`src/flash_defs.vh`:
```
`ifndef FLASH_DEFS_VH
`define FLASH_DEFS_VH

// Instruction codes
`define OP_READ 8'h03
`define OP_FAST_READ 8'h0B
`define OP_DUAL_OUT 8'h3B
`define OP_DUAL_IO 8'hBB
`define OP_PAGE_WRITE 8'h02
`define OP_SECTOR_CLEAR 8'h20
`define OP_BLOCK_CLEAR 8'hD8
`define OP_WRITE_UNLOCK 8'h06

// Dummy clocks after the address
`define DUMMY_FAST 5'h08
`define DUMMY_DUAL_OUT 5'h08
`define DUMMY_DUAL_IO 5'h04

// Address bits consumed per rising edge, last bit index of the address phase
`define ADDR_LAST_SINGLE 5'h17
`define ADDR_LAST_DUAL 5'h16

// Array geometry: 20 address bits, 16 blocks
`define ADDR_W 20
`define BLOCK_MSB 19
`define BLOCK_LSB 16
`define BLOCK_COUNT 5'h10

// Self-timed cycle lengths in core clock cycles
`define PROG_CYCLES_DEF 32'h0000_07D0
`define SECTOR_CYCLES_DEF 32'h0000_1F40
`define BLOCK_CYCLES_DEF 32'h0000_4E20

`endif

```
`src/serial_flash_seq.v`:
```
// Operation
// - plain read: opcode, 24-bit address, data out
// - read address increments after every byte
// - read address wraps to zero at top
// - chip select rise ends any read
// - plain read rejected while cycle busy
// - fast read adds one dummy byte
// - fast read: same increment, wrap, rejection
// - dual-output read drives two bits per clock
// - dual-output read: eight dummy clocks, inputs ignored
// - dual I/O read moves two bits both ways
// - dual I/O read: four dummy clocks
// - page write needs unlock latch; only clears bits
// - page write wraps within its page
// - over 256 bytes, last 256 kept
// - under 256 bytes, others untouched
// - page write needs chip select on boundary
// - timed cycle sets pending, clears unlock latch
// - protected page write ignored
// - sector clear: latch, timed, protection honoured
// - erase needs chip select rise right after the address
// - block clear needs unlock latch
// - block clear timed, clears latch, protection honoured
`timescale 1ns/1ps
`include "flash_defs.vh"

module prog_fifo #(
  parameter WIDTH = 28,
  parameter DEPTH = 8,
  parameter AW = 3
) (
  input wire core_clk,
  input wire rst,
  input wire in_valid,
  input wire [WIDTH-1:0] in_data,
  output wire in_ready,
  output wire out_valid,
  output wire [WIDTH-1:0] out_data,
  input wire out_ready
);
  reg [WIDTH-1:0] mem [0:DEPTH-1];
  reg [AW-1:0] wr_ptr;
  reg [AW-1:0] rd_ptr;
  reg [AW:0] count;
  wire push;
  wire pop;

  assign in_ready = (count != DEPTH[AW:0]);
  assign out_valid = (count != {(AW+1){1'b0}});
  assign out_data = mem[rd_ptr];
  assign push = in_valid & in_ready;
  assign pop = out_valid & out_ready;

  always @(posedge core_clk) begin
    if (push) begin
      mem[wr_ptr] <= in_data;
    end
  end

  always @(posedge core_clk or posedge rst) begin
    if (rst) begin
      wr_ptr <= {AW{1'b0}};
      rd_ptr <= {AW{1'b0}};
      count <= {(AW+1){1'b0}};
    end else begin
      if (push) begin
        wr_ptr <= (wr_ptr == DEPTH[AW-1:0] - 1'b1) ? {AW{1'b0}} : wr_ptr + 1'b1;
      end
      if (pop) begin
        rd_ptr <= (rd_ptr == DEPTH[AW-1:0] - 1'b1) ? {AW{1'b0}} : rd_ptr + 1'b1;
      end
      if (push && !pop) begin
        count <= count + 1'b1;
      end else if (pop && !push) begin
        count <= count - 1'b1;
      end
    end
  end
endmodule // prog_fifo

module serial_flash_seq #(
  parameter PROG_CYCLES = `PROG_CYCLES_DEF,
  parameter SECTOR_CYCLES = `SECTOR_CYCLES_DEF,
  parameter BLOCK_CYCLES = `BLOCK_CYCLES_DEF,
  parameter FIFO_DEPTH = 8
) (
  input wire core_clk,
  input wire rst,
  input wire chip_select_n,
  input wire serial_clk,
  input wire serial_inout_pin_in,
  output reg serial_inout_pin_out,
  output reg serial_inout_pin_oe_n,
  input wire serial_out_pin_in,
  output reg serial_out_pin_out,
  output reg serial_out_pin_oe_n,
  input wire [2:0] protect_level_bits,
  input wire status_write_busy,
  output reg write_unlock_latch,
  output reg operation_pending_flag,
  output reg [`ADDR_W-1:0] mem_addr,
  input wire [7:0] mem_rdata,
  output reg prog_valid,
  output reg [`ADDR_W-1:0] prog_addr,
  output reg [7:0] prog_data,
  input wire prog_ready,
  output reg erase_req,
  output reg erase_block,
  output reg [`ADDR_W-1:0] erase_addr
);
  localparam L_CMD = 3'h0;
  localparam L_ADDR = 3'h1;
  localparam L_DUMMY = 3'h2;
  localparam L_DATA = 3'h3;
  localparam L_PROG = 3'h4;
  localparam L_ERASE = 3'h5;
  localparam L_CMDEND = 3'h6;
  localparam L_IGN = 3'h7;
  localparam O_IDLE = 2'h0;
  localparam O_DRAIN = 2'h1;
  localparam O_TIME = 2'h2;

  // Block protected by the level: 0 none, n protects top 2^(n-1) blocks, 5 and up all
  function is_protected;
    input [2:0] lvl;
    input [3:0] blk;
    reg [4:0] n;
    begin
      n = (lvl == 3'h0) ? 5'h00 : (lvl >= 3'h5) ? `BLOCK_COUNT : (5'h01 << (lvl - 3'h1));
      is_protected = (({1'b0, blk} + n) >= `BLOCK_COUNT);
    end
  endfunction

  // ==========================================================
  // Pin synchronisers
  // ==========================================================
  reg [3:0] sync1;
  reg [3:0] sync2;
  reg [3:0] sync3;
  reg [3:0] pins;
  reg sclk_q;
  reg cs_q;
  wire cs_f = pins[0];
  wire sclk_f = pins[1];
  wire dio_f = pins[2];
  wire do_f = pins[3];
  wire sclk_rise = sclk_f & ~sclk_q;
  wire sclk_fall = ~sclk_f & sclk_q;
  wire cs_rise = cs_f & ~cs_q;
  integer i;

  always @(posedge core_clk or posedge rst) begin
    if (rst) begin
      sync1 <= 4'h1;
      sync2 <= 4'h1;
      sync3 <= 4'h1;
      pins <= 4'h1;
      sclk_q <= 1'b0;
      cs_q <= 1'b1;
    end else begin
      sync1 <= {serial_out_pin_in, serial_inout_pin_in, serial_clk, chip_select_n};
      sync2 <= sync1;
      sync3 <= sync2;
      for (i = 0; i < 4; i = i + 1) begin
        if (sync2[i] == sync3[i]) begin
          pins[i] <= sync3[i];
        end
      end
      sclk_q <= sclk_f;
      cs_q <= cs_f;
    end
  end

  // ==========================================================
  // Link instruction decoder
  // ==========================================================
  reg [2:0] lstate;
  reg [4:0] bitn;
  reg [4:0] dummy;
  reg [7:0] cmd;
  reg [`ADDR_W-1:0] addr;
  reg dual_in;
  reg dual_out;
  reg [7:0] shreg;
  reg [7:0] pbyte;
  reg [7:0] col;
  reg have_byte;
  reg [7:0] page_buf [0:255];
  reg [255:0] mask;
  reg go_prog;
  reg go_erase;
  reg set_wul;
  wire busy = operation_pending_flag | status_write_busy;
  wire [7:0] next_cmd = {cmd[6:0], dio_f};
  wire [`ADDR_W-1:0] next_addr = dual_in ? {addr[`ADDR_W-3:0], do_f, dio_f} :
    {addr[`ADDR_W-2:0], dio_f};
  wire [7:0] out_byte = (bitn == 5'h00) ? mem_rdata : shreg;
  wire is_read = (next_cmd == `OP_READ) | (next_cmd == `OP_FAST_READ) |
    (next_cmd == `OP_DUAL_OUT) | (next_cmd == `OP_DUAL_IO);
  wire is_write = (next_cmd == `OP_PAGE_WRITE) | (next_cmd == `OP_SECTOR_CLEAR) |
    (next_cmd == `OP_BLOCK_CLEAR);

  always @(posedge core_clk) begin
    if (!cs_f && sclk_rise && lstate == L_PROG && bitn == 5'h07) begin
      page_buf[col] <= {pbyte[6:0], dio_f};
    end
  end

  always @(posedge core_clk or posedge rst) begin
    if (rst) begin
      lstate <= L_CMD;
      bitn <= 5'h00;
      dummy <= 5'h00;
      cmd <= 8'h00;
      addr <= {`ADDR_W{1'b0}};
      dual_in <= 1'b0;
      dual_out <= 1'b0;
      shreg <= 8'h00;
      pbyte <= 8'h00;
      col <= 8'h00;
      have_byte <= 1'b0;
      mask <= {256{1'b0}};
      go_prog <= 1'b0;
      go_erase <= 1'b0;
      set_wul <= 1'b0;
      mem_addr <= {`ADDR_W{1'b0}};
      serial_out_pin_out <= 1'b0;
      serial_out_pin_oe_n <= 1'b1;
      serial_inout_pin_out <= 1'b0;
      serial_inout_pin_oe_n <= 1'b1;
    end else begin
      go_prog <= 1'b0;
      go_erase <= 1'b0;
      set_wul <= 1'b0;
      if (cs_f) begin
        lstate <= L_CMD;
        bitn <= 5'h00;
        serial_out_pin_oe_n <= 1'b1;
        serial_inout_pin_oe_n <= 1'b1;
        if (cs_rise && lstate == L_PROG && bitn == 5'h00 && have_byte) begin
          go_prog <= 1'b1;
        end
        if (cs_rise && lstate == L_ERASE) begin
          go_erase <= 1'b1;
        end
        if (cs_rise && lstate == L_CMDEND) begin
          set_wul <= 1'b1;
        end
      end else if (sclk_rise) begin
        case (lstate)
          L_CMD: begin
            cmd <= next_cmd;
            bitn <= bitn + 5'h01;
            if (bitn == 5'h07) begin
              bitn <= 5'h00;
              dual_in <= (next_cmd == `OP_DUAL_IO);
              dual_out <= (next_cmd == `OP_DUAL_OUT) | (next_cmd == `OP_DUAL_IO);
              dummy <= (next_cmd == `OP_READ) ? 5'h00 :
                (next_cmd == `OP_DUAL_IO) ? `DUMMY_DUAL_IO :
                (next_cmd == `OP_DUAL_OUT) ? `DUMMY_DUAL_OUT : `DUMMY_FAST;
              have_byte <= 1'b0;
              if (next_cmd == `OP_PAGE_WRITE && write_unlock_latch && !busy) begin
                mask <= {256{1'b0}};
              end
              if (is_read) begin
                lstate <= busy ? L_IGN : L_ADDR;
              end else if (is_write) begin
                lstate <= (write_unlock_latch && !busy) ? L_ADDR : L_IGN;
              end else if (next_cmd == `OP_WRITE_UNLOCK) begin
                lstate <= L_CMDEND;
              end else begin
                lstate <= L_IGN;
              end
            end
          end
          L_ADDR: begin
            addr <= next_addr;
            bitn <= bitn + (dual_in ? 5'h02 : 5'h01);
            if (bitn == (dual_in ? `ADDR_LAST_DUAL : `ADDR_LAST_SINGLE)) begin
              bitn <= 5'h00;
              mem_addr <= next_addr;
              col <= next_addr[7:0];
              if (cmd == `OP_PAGE_WRITE) begin
                lstate <= L_PROG;
              end else if (cmd == `OP_SECTOR_CLEAR || cmd == `OP_BLOCK_CLEAR) begin
                lstate <= L_ERASE;
              end else begin
                lstate <= (dummy == 5'h00) ? L_DATA : L_DUMMY;
              end
            end
          end
          L_DUMMY: begin
            bitn <= bitn + 5'h01;
            if (bitn == dummy - 5'h01) begin
              bitn <= 5'h00;
              lstate <= L_DATA;
            end
          end
          L_PROG: begin
            pbyte <= {pbyte[6:0], dio_f};
            bitn <= (bitn == 5'h07) ? 5'h00 : bitn + 5'h01;
            if (bitn == 5'h07) begin
              mask[col] <= 1'b1;
              col <= col + 8'h01;
              have_byte <= 1'b1;
            end
          end
          L_ERASE, L_CMDEND: begin
            lstate <= L_IGN;
          end
          default: begin
            lstate <= lstate;
          end
        endcase
      end else if (sclk_fall && lstate == L_DATA) begin
        serial_out_pin_out <= out_byte[7];
        serial_out_pin_oe_n <= 1'b0;
        if (dual_out) begin
          serial_inout_pin_out <= out_byte[6];
          serial_inout_pin_oe_n <= 1'b0;
          shreg <= {out_byte[5:0], 2'b00};
          bitn <= (bitn == 5'h03) ? 5'h00 : bitn + 5'h01;
        end else begin
          shreg <= {out_byte[6:0], 1'b0};
          bitn <= (bitn == 5'h07) ? 5'h00 : bitn + 5'h01;
        end
        if (bitn == 5'h00) begin
          mem_addr <= mem_addr + 1'b1;
        end
      end
    end
  end

  // ==========================================================
  // Self-timed program and erase cycles
  // ==========================================================
  reg [1:0] op;
  reg [7:0] idx;
  reg [31:0] tmr;
  reg [`ADDR_W-9:0] page;
  wire fifo_in_ready;
  wire fifo_out_valid;
  wire [`ADDR_W+7:0] fifo_out_data;
  wire drain_push = (op == O_DRAIN) & mask[idx];
  wire fifo_take = ~prog_valid | prog_ready;

  prog_fifo #(
    .WIDTH(`ADDR_W + 8),
    .DEPTH(FIFO_DEPTH),
    .AW(3)
  ) u_fifo (
    .core_clk(core_clk),
    .rst(rst),
    .in_valid(drain_push),
    .in_data({page, idx, page_buf[idx]}),
    .in_ready(fifo_in_ready),
    .out_valid(fifo_out_valid),
    .out_data(fifo_out_data),
    .out_ready(fifo_take)
  );

  // Array ANDs prog_data into the old byte, so bits only go from 1 to 0
  always @(posedge core_clk or posedge rst) begin
    if (rst) begin
      prog_valid <= 1'b0;
      prog_addr <= {`ADDR_W{1'b0}};
      prog_data <= 8'h00;
    end else if (fifo_take) begin
      prog_valid <= fifo_out_valid;
      prog_addr <= fifo_out_data[`ADDR_W+7:8];
      prog_data <= fifo_out_data[7:0];
    end
  end

  always @(posedge core_clk or posedge rst) begin
    if (rst) begin
      op <= O_IDLE;
      idx <= 8'h00;
      tmr <= 32'h0000_0000;
      page <= {(`ADDR_W-8){1'b0}};
      write_unlock_latch <= 1'b0;
      operation_pending_flag <= 1'b0;
      erase_req <= 1'b0;
      erase_block <= 1'b0;
      erase_addr <= {`ADDR_W{1'b0}};
    end else begin
      erase_req <= 1'b0;
      case (op)
        O_IDLE: begin
          if (set_wul && !busy) begin
            write_unlock_latch <= 1'b1;
          end
          if (go_prog && !is_protected(protect_level_bits, addr[`BLOCK_MSB:`BLOCK_LSB])) begin
            op <= O_DRAIN;
            idx <= 8'h00;
            page <= addr[`ADDR_W-1:8];
            tmr <= PROG_CYCLES;
            operation_pending_flag <= 1'b1;
            write_unlock_latch <= 1'b0;
          end
          if (go_erase && !is_protected(protect_level_bits, addr[`BLOCK_MSB:`BLOCK_LSB])) begin
            op <= O_TIME;
            erase_req <= 1'b1;
            erase_block <= (cmd == `OP_BLOCK_CLEAR);
            erase_addr <= addr;
            tmr <= (cmd == `OP_BLOCK_CLEAR) ? BLOCK_CYCLES : SECTOR_CYCLES;
            operation_pending_flag <= 1'b1;
            write_unlock_latch <= 1'b0;
          end
        end
        O_DRAIN: begin
          if (tmr != 32'h0000_0000) begin
            tmr <= tmr - 32'h0000_0001;
          end
          if (!mask[idx] || fifo_in_ready) begin
            idx <= idx + 8'h01;
            if (idx == 8'hFF) begin
              op <= O_TIME;
            end
          end
        end
        O_TIME: begin
          if (tmr != 32'h0000_0000) begin
            tmr <= tmr - 32'h0000_0001;
          end else if (!fifo_out_valid && !prog_valid) begin
            op <= O_IDLE;
            operation_pending_flag <= 1'b0;
          end
        end
        default: begin
          op <= O_IDLE;
        end
      endcase
    end
  end
endmodule // serial_flash_seq

```
`config.mk`:
```
export PLATFORM = sky130hd
export DESIGN_NAME = serial_flash_seq
export DESIGN_NICKNAME = d
export VERILOG_FILES = /design/src/serial_flash_seq.v
export VERILOG_INCLUDE_DIRS = /design/src
export SDC_FILE = /design/constraint.sdc
export NUM_CORES = 2
export LEC_CHECK = 0
export ABC_AREA = 1
export BUFFER_PORTS_ARGS = -buffer_cell sky130_fd_sc_hd__buf_2
export CORE_MARGIN = 4
export CORE_UTILIZATION = 60
export CTS_CLUSTER_DIAMETER = 30
export CTS_CLUSTER_SIZE = 20
export DETAILED_ROUTE_END_ITERATION = 7
export GPL_ROUTABILITY_DRIVEN = 0
export PLACE_DENSITY_LB_ADDON = 0.12
export RECOVER_POWER = 25
export SKIP_LAST_GASP = 1
export SLEW_MARGIN = 25
export SYNTH_ARGS = -nofsm -noshare
export SYNTH_HDL_FRONTEND = slang
export SYNTH_HIERARCHICAL = 1
export SYNTH_SLANG_ARGS = --single-unit
```
`constraint.sdc`:
```
create_clock -name core_clk -period 20.5 [get_ports core_clk]
set_input_delay 4.1 -clock core_clk [delete_from_list [all_inputs] [get_ports core_clk]]
set_output_delay 4.1 -clock core_clk [all_outputs]
set_load 0.01 [all_outputs]
```
==> reports/qor.yml <==
powerDensity_mw_per_mm2: 135
syn-mean-instance-area_sq_um: 11.5
ys_seq_elements: 2753
post_cts_buffers: 0
clockBufferDepth: 4
crit_path_end_kind: "register"
syn2layout_area_growth_pct: 17.7
ys.flop_type: "edfxtp_1"
routed_wl_mm: 332
synth-xor-area-share_pct: 0.342
grt_pass1_vias: 81100
root_buffer: "clkbuf_16"
grtUsageTotal_pct: 32.9
crit_type: "reg -> reg"
yosys.area_share.simple_pct: 12.8
grt.met3_usage_pct: 7.84
rsz0062_at_grt: "false"
tightest_slew_ps: 9780
yosysUniqueCellTypes: 57
synth_seq_area_share_pct: 69.7
setup_tns_ps: 0
maxCapViolCount: 20
finalHoldViolations: 0
yosysMostFrequentCell: "edfxtp_1"
ys_async_sr_fraction_pct: 17.5
cts_resized: 0
grt_use_met2_pct: 50.9
dr.pass1.iters: 8
failed_checks: "max-capacitance violations, max-slew violations"
drc: 0
synth-adder-area-share_pct: 0.352
fin_nets: 10100
h-tree-depth: 6
grt_pass1_wl_mm: 496
cts_hold_buf: 0
syn_area_sq_mm: 0.115
design_area_sq_mm: 0.136
vias: 83100
use_met1_pct: 43.9
finalSetupViolCount: 0
chipHeight_um: 446
critPathMaxStageDelay_ps: 6940
max_clock_freq_mhz: 93.9
design.die.area_sq_mm: 0.199
gr-total-overflow: 0
min_period_ps: 10650
drt-initial-drc-count: 11300
top_usage_layer: "met2"
fin_crit_sh_pct: 51.9
vdd_drop_max_mv: 0.113
path_buf_inv: 1
yosysWarnings: 6
startpoint_type: "register"
num_rows: 160
status: "complete, but fails checks"
synthMuxAreaShare_pct: 0.326
cp.arrival_ps: 9940
die_w_um: 446
p_total_uw: 18300
synth-edff-count: 2272
dp_hpwl_mm: 175
post_drt_wl_per_cell_um: 25.5
rrSetupSlack_ps: 9850
synth.top_cells.by_count: "2272 x edfxtp_1, 1577 x nor2_1, 1336 x nand2_1"
cts_tree: "built"
start_util_pct: 60.4
synth_compound_area_share_pct: 12.3
synth_top_family_by_area: "simple AND/OR/NAND/NOR gates"
path_cells: "clkbuf_1"
syn_nets: 10100
synthCells: 10000
detail-route-antenna-nets: 0
cts_sinks: 2753
grt_max_degree: 223
ys_top_cells_by_area: "edfxtp_1 59%, dfrtp_1 10%, o21ai_0 5.3%"
yosysTopAreaCellShare_pct: 59.2
yosys.area.top_type: "edfxtp_1"
leakagePower_uw: 0.0453
antenna_found_initial: 6
clk_latency_ps: 960
port_buffers: 95
core_area_sq_mm: 0.191
via_per_inst: 6.38
critPathMaxFanout: 196
clkTransAtPathRegs_ps: 40
cp.required_ps: 19790
drive_gt1_share_pct: 11.9
io_pins: 96
slew_viol_final: 1459
cts_buffers: 545
path_delay_family: "buffers and inverters"
final_core_util_pct: 71.2
placed_cell_area_sq_mm: 0.117
slowest_stage: "clkbuf_1"
min-delay-path-class: "reg -> reg"
slew_headroom_pct: -552
finClkSkew_ps: 51.5
hold_ws_ps: 345
==> through the flow <==
step           instances  setup slack [ps]
4_1_cts            13000             12440
3_3_place_gp       12000             11420
5_1_grt            13000              9540
3_5_place_dp       12100             11440
2_1_floorplan      10000              3270
6_report           13000              9850
==> where the power goes <==
group	switching, uW	internal (uW)
clock	2840	6020
combinational	2280	715
sequential	147	6250
==> metal layers <==
metal | wire [um] | part of all wire (%) | vias to the layer above
met5 | 39 | 0.012 | -
met4 | 17100 | 5.2 | 6
met3 | 36100 | 11 | 1008
met2 | 154000 | 46 | 4947
met1 | 125000 | 38 | 40700
li1 | - | - | 36400
==> flip-flops by register name, summed over array words and instances, names as in the netlist, 12 cells and up <==
signal / cells
tmr: 32
addr: 20
page_buf: 2048
page: 12
erase_addr: 20
mem_addr: 20
u_fifo/mem: 224
mask: 256
prog_addr: 20
==> cell usage in the layout, fill, tap and decap left out, types with 22 or more instances in the layout <==
cell        netlist  routed
ha_1             26      26
o22ai_1         331     331
nand3_1         419     419
o221ai_1        202     202
nor2_4            2      28
nor2_1         1577    1539
o21ai_0        1224    1223
clkbuf_16         0     569
a21oi_1         352     352
inv_1           359     356
clkbuf_1        435     106
o21ba_2          66      66
bufinv_16         0      72
clkinv_2          0      69
inv_6             0      32
o31ai_1          22      22
xor2_1           36      36
buf_4            49     119
o21ai_1         112     113
nand2_1        1336    1333
o211ai_1         94      94
edfxtp_1       2272    2272
nand4_1         222     222
buf_2           214      95
mux2_2           28      28
clkinvlp_4        0      37
clkinv_4          0      26
dfrtp_1         474     470
clkinv_1          5      57
==> cell families (layout without fill, tap and decap cells) <==
logic type,count (synthesis),in the layout
compound gates,2442,2442
xor+xnor,45,45
fa+ha+maj,32,32
buf+inv,1120,1597
flops,2753,2753
mux,34,34
other cells,0,5
simple gates,3614,3614
==> layout make-up <==
type / instances / area, sq um
Multi-Input combinational cell: 6167 / 30400
Sequential cell: 2753 / 80300
Inverter: 374 / 1450
Antenna cell: 5 / 12.5
Clock inverter: 291 / 3550
Tap cell: 2511 / 3140
Timing Repair Buffer: 252 / 1920
Fill cell: 12700 / 55000
Clock buffer: 680 / 14800
==> path summary, 6_finish.rpt <==
check	cells after the start	startpoint	end
worst max-delay path	1	pbyte[4]	page_buf[131][5]
worst min-delay path	0	sync1[3]	sync2[3]
worst max register to register	1	pbyte[4]	page_buf[131][5]
worst min register to register	0	sync1[3]	sync2[3]
max in group asynchronous	5	rst	sync1[2]
min in group asynchronous	2	rst	u_fifo/rd_ptr[1]
Note: power is estimated with default switching activity, not from simulation.
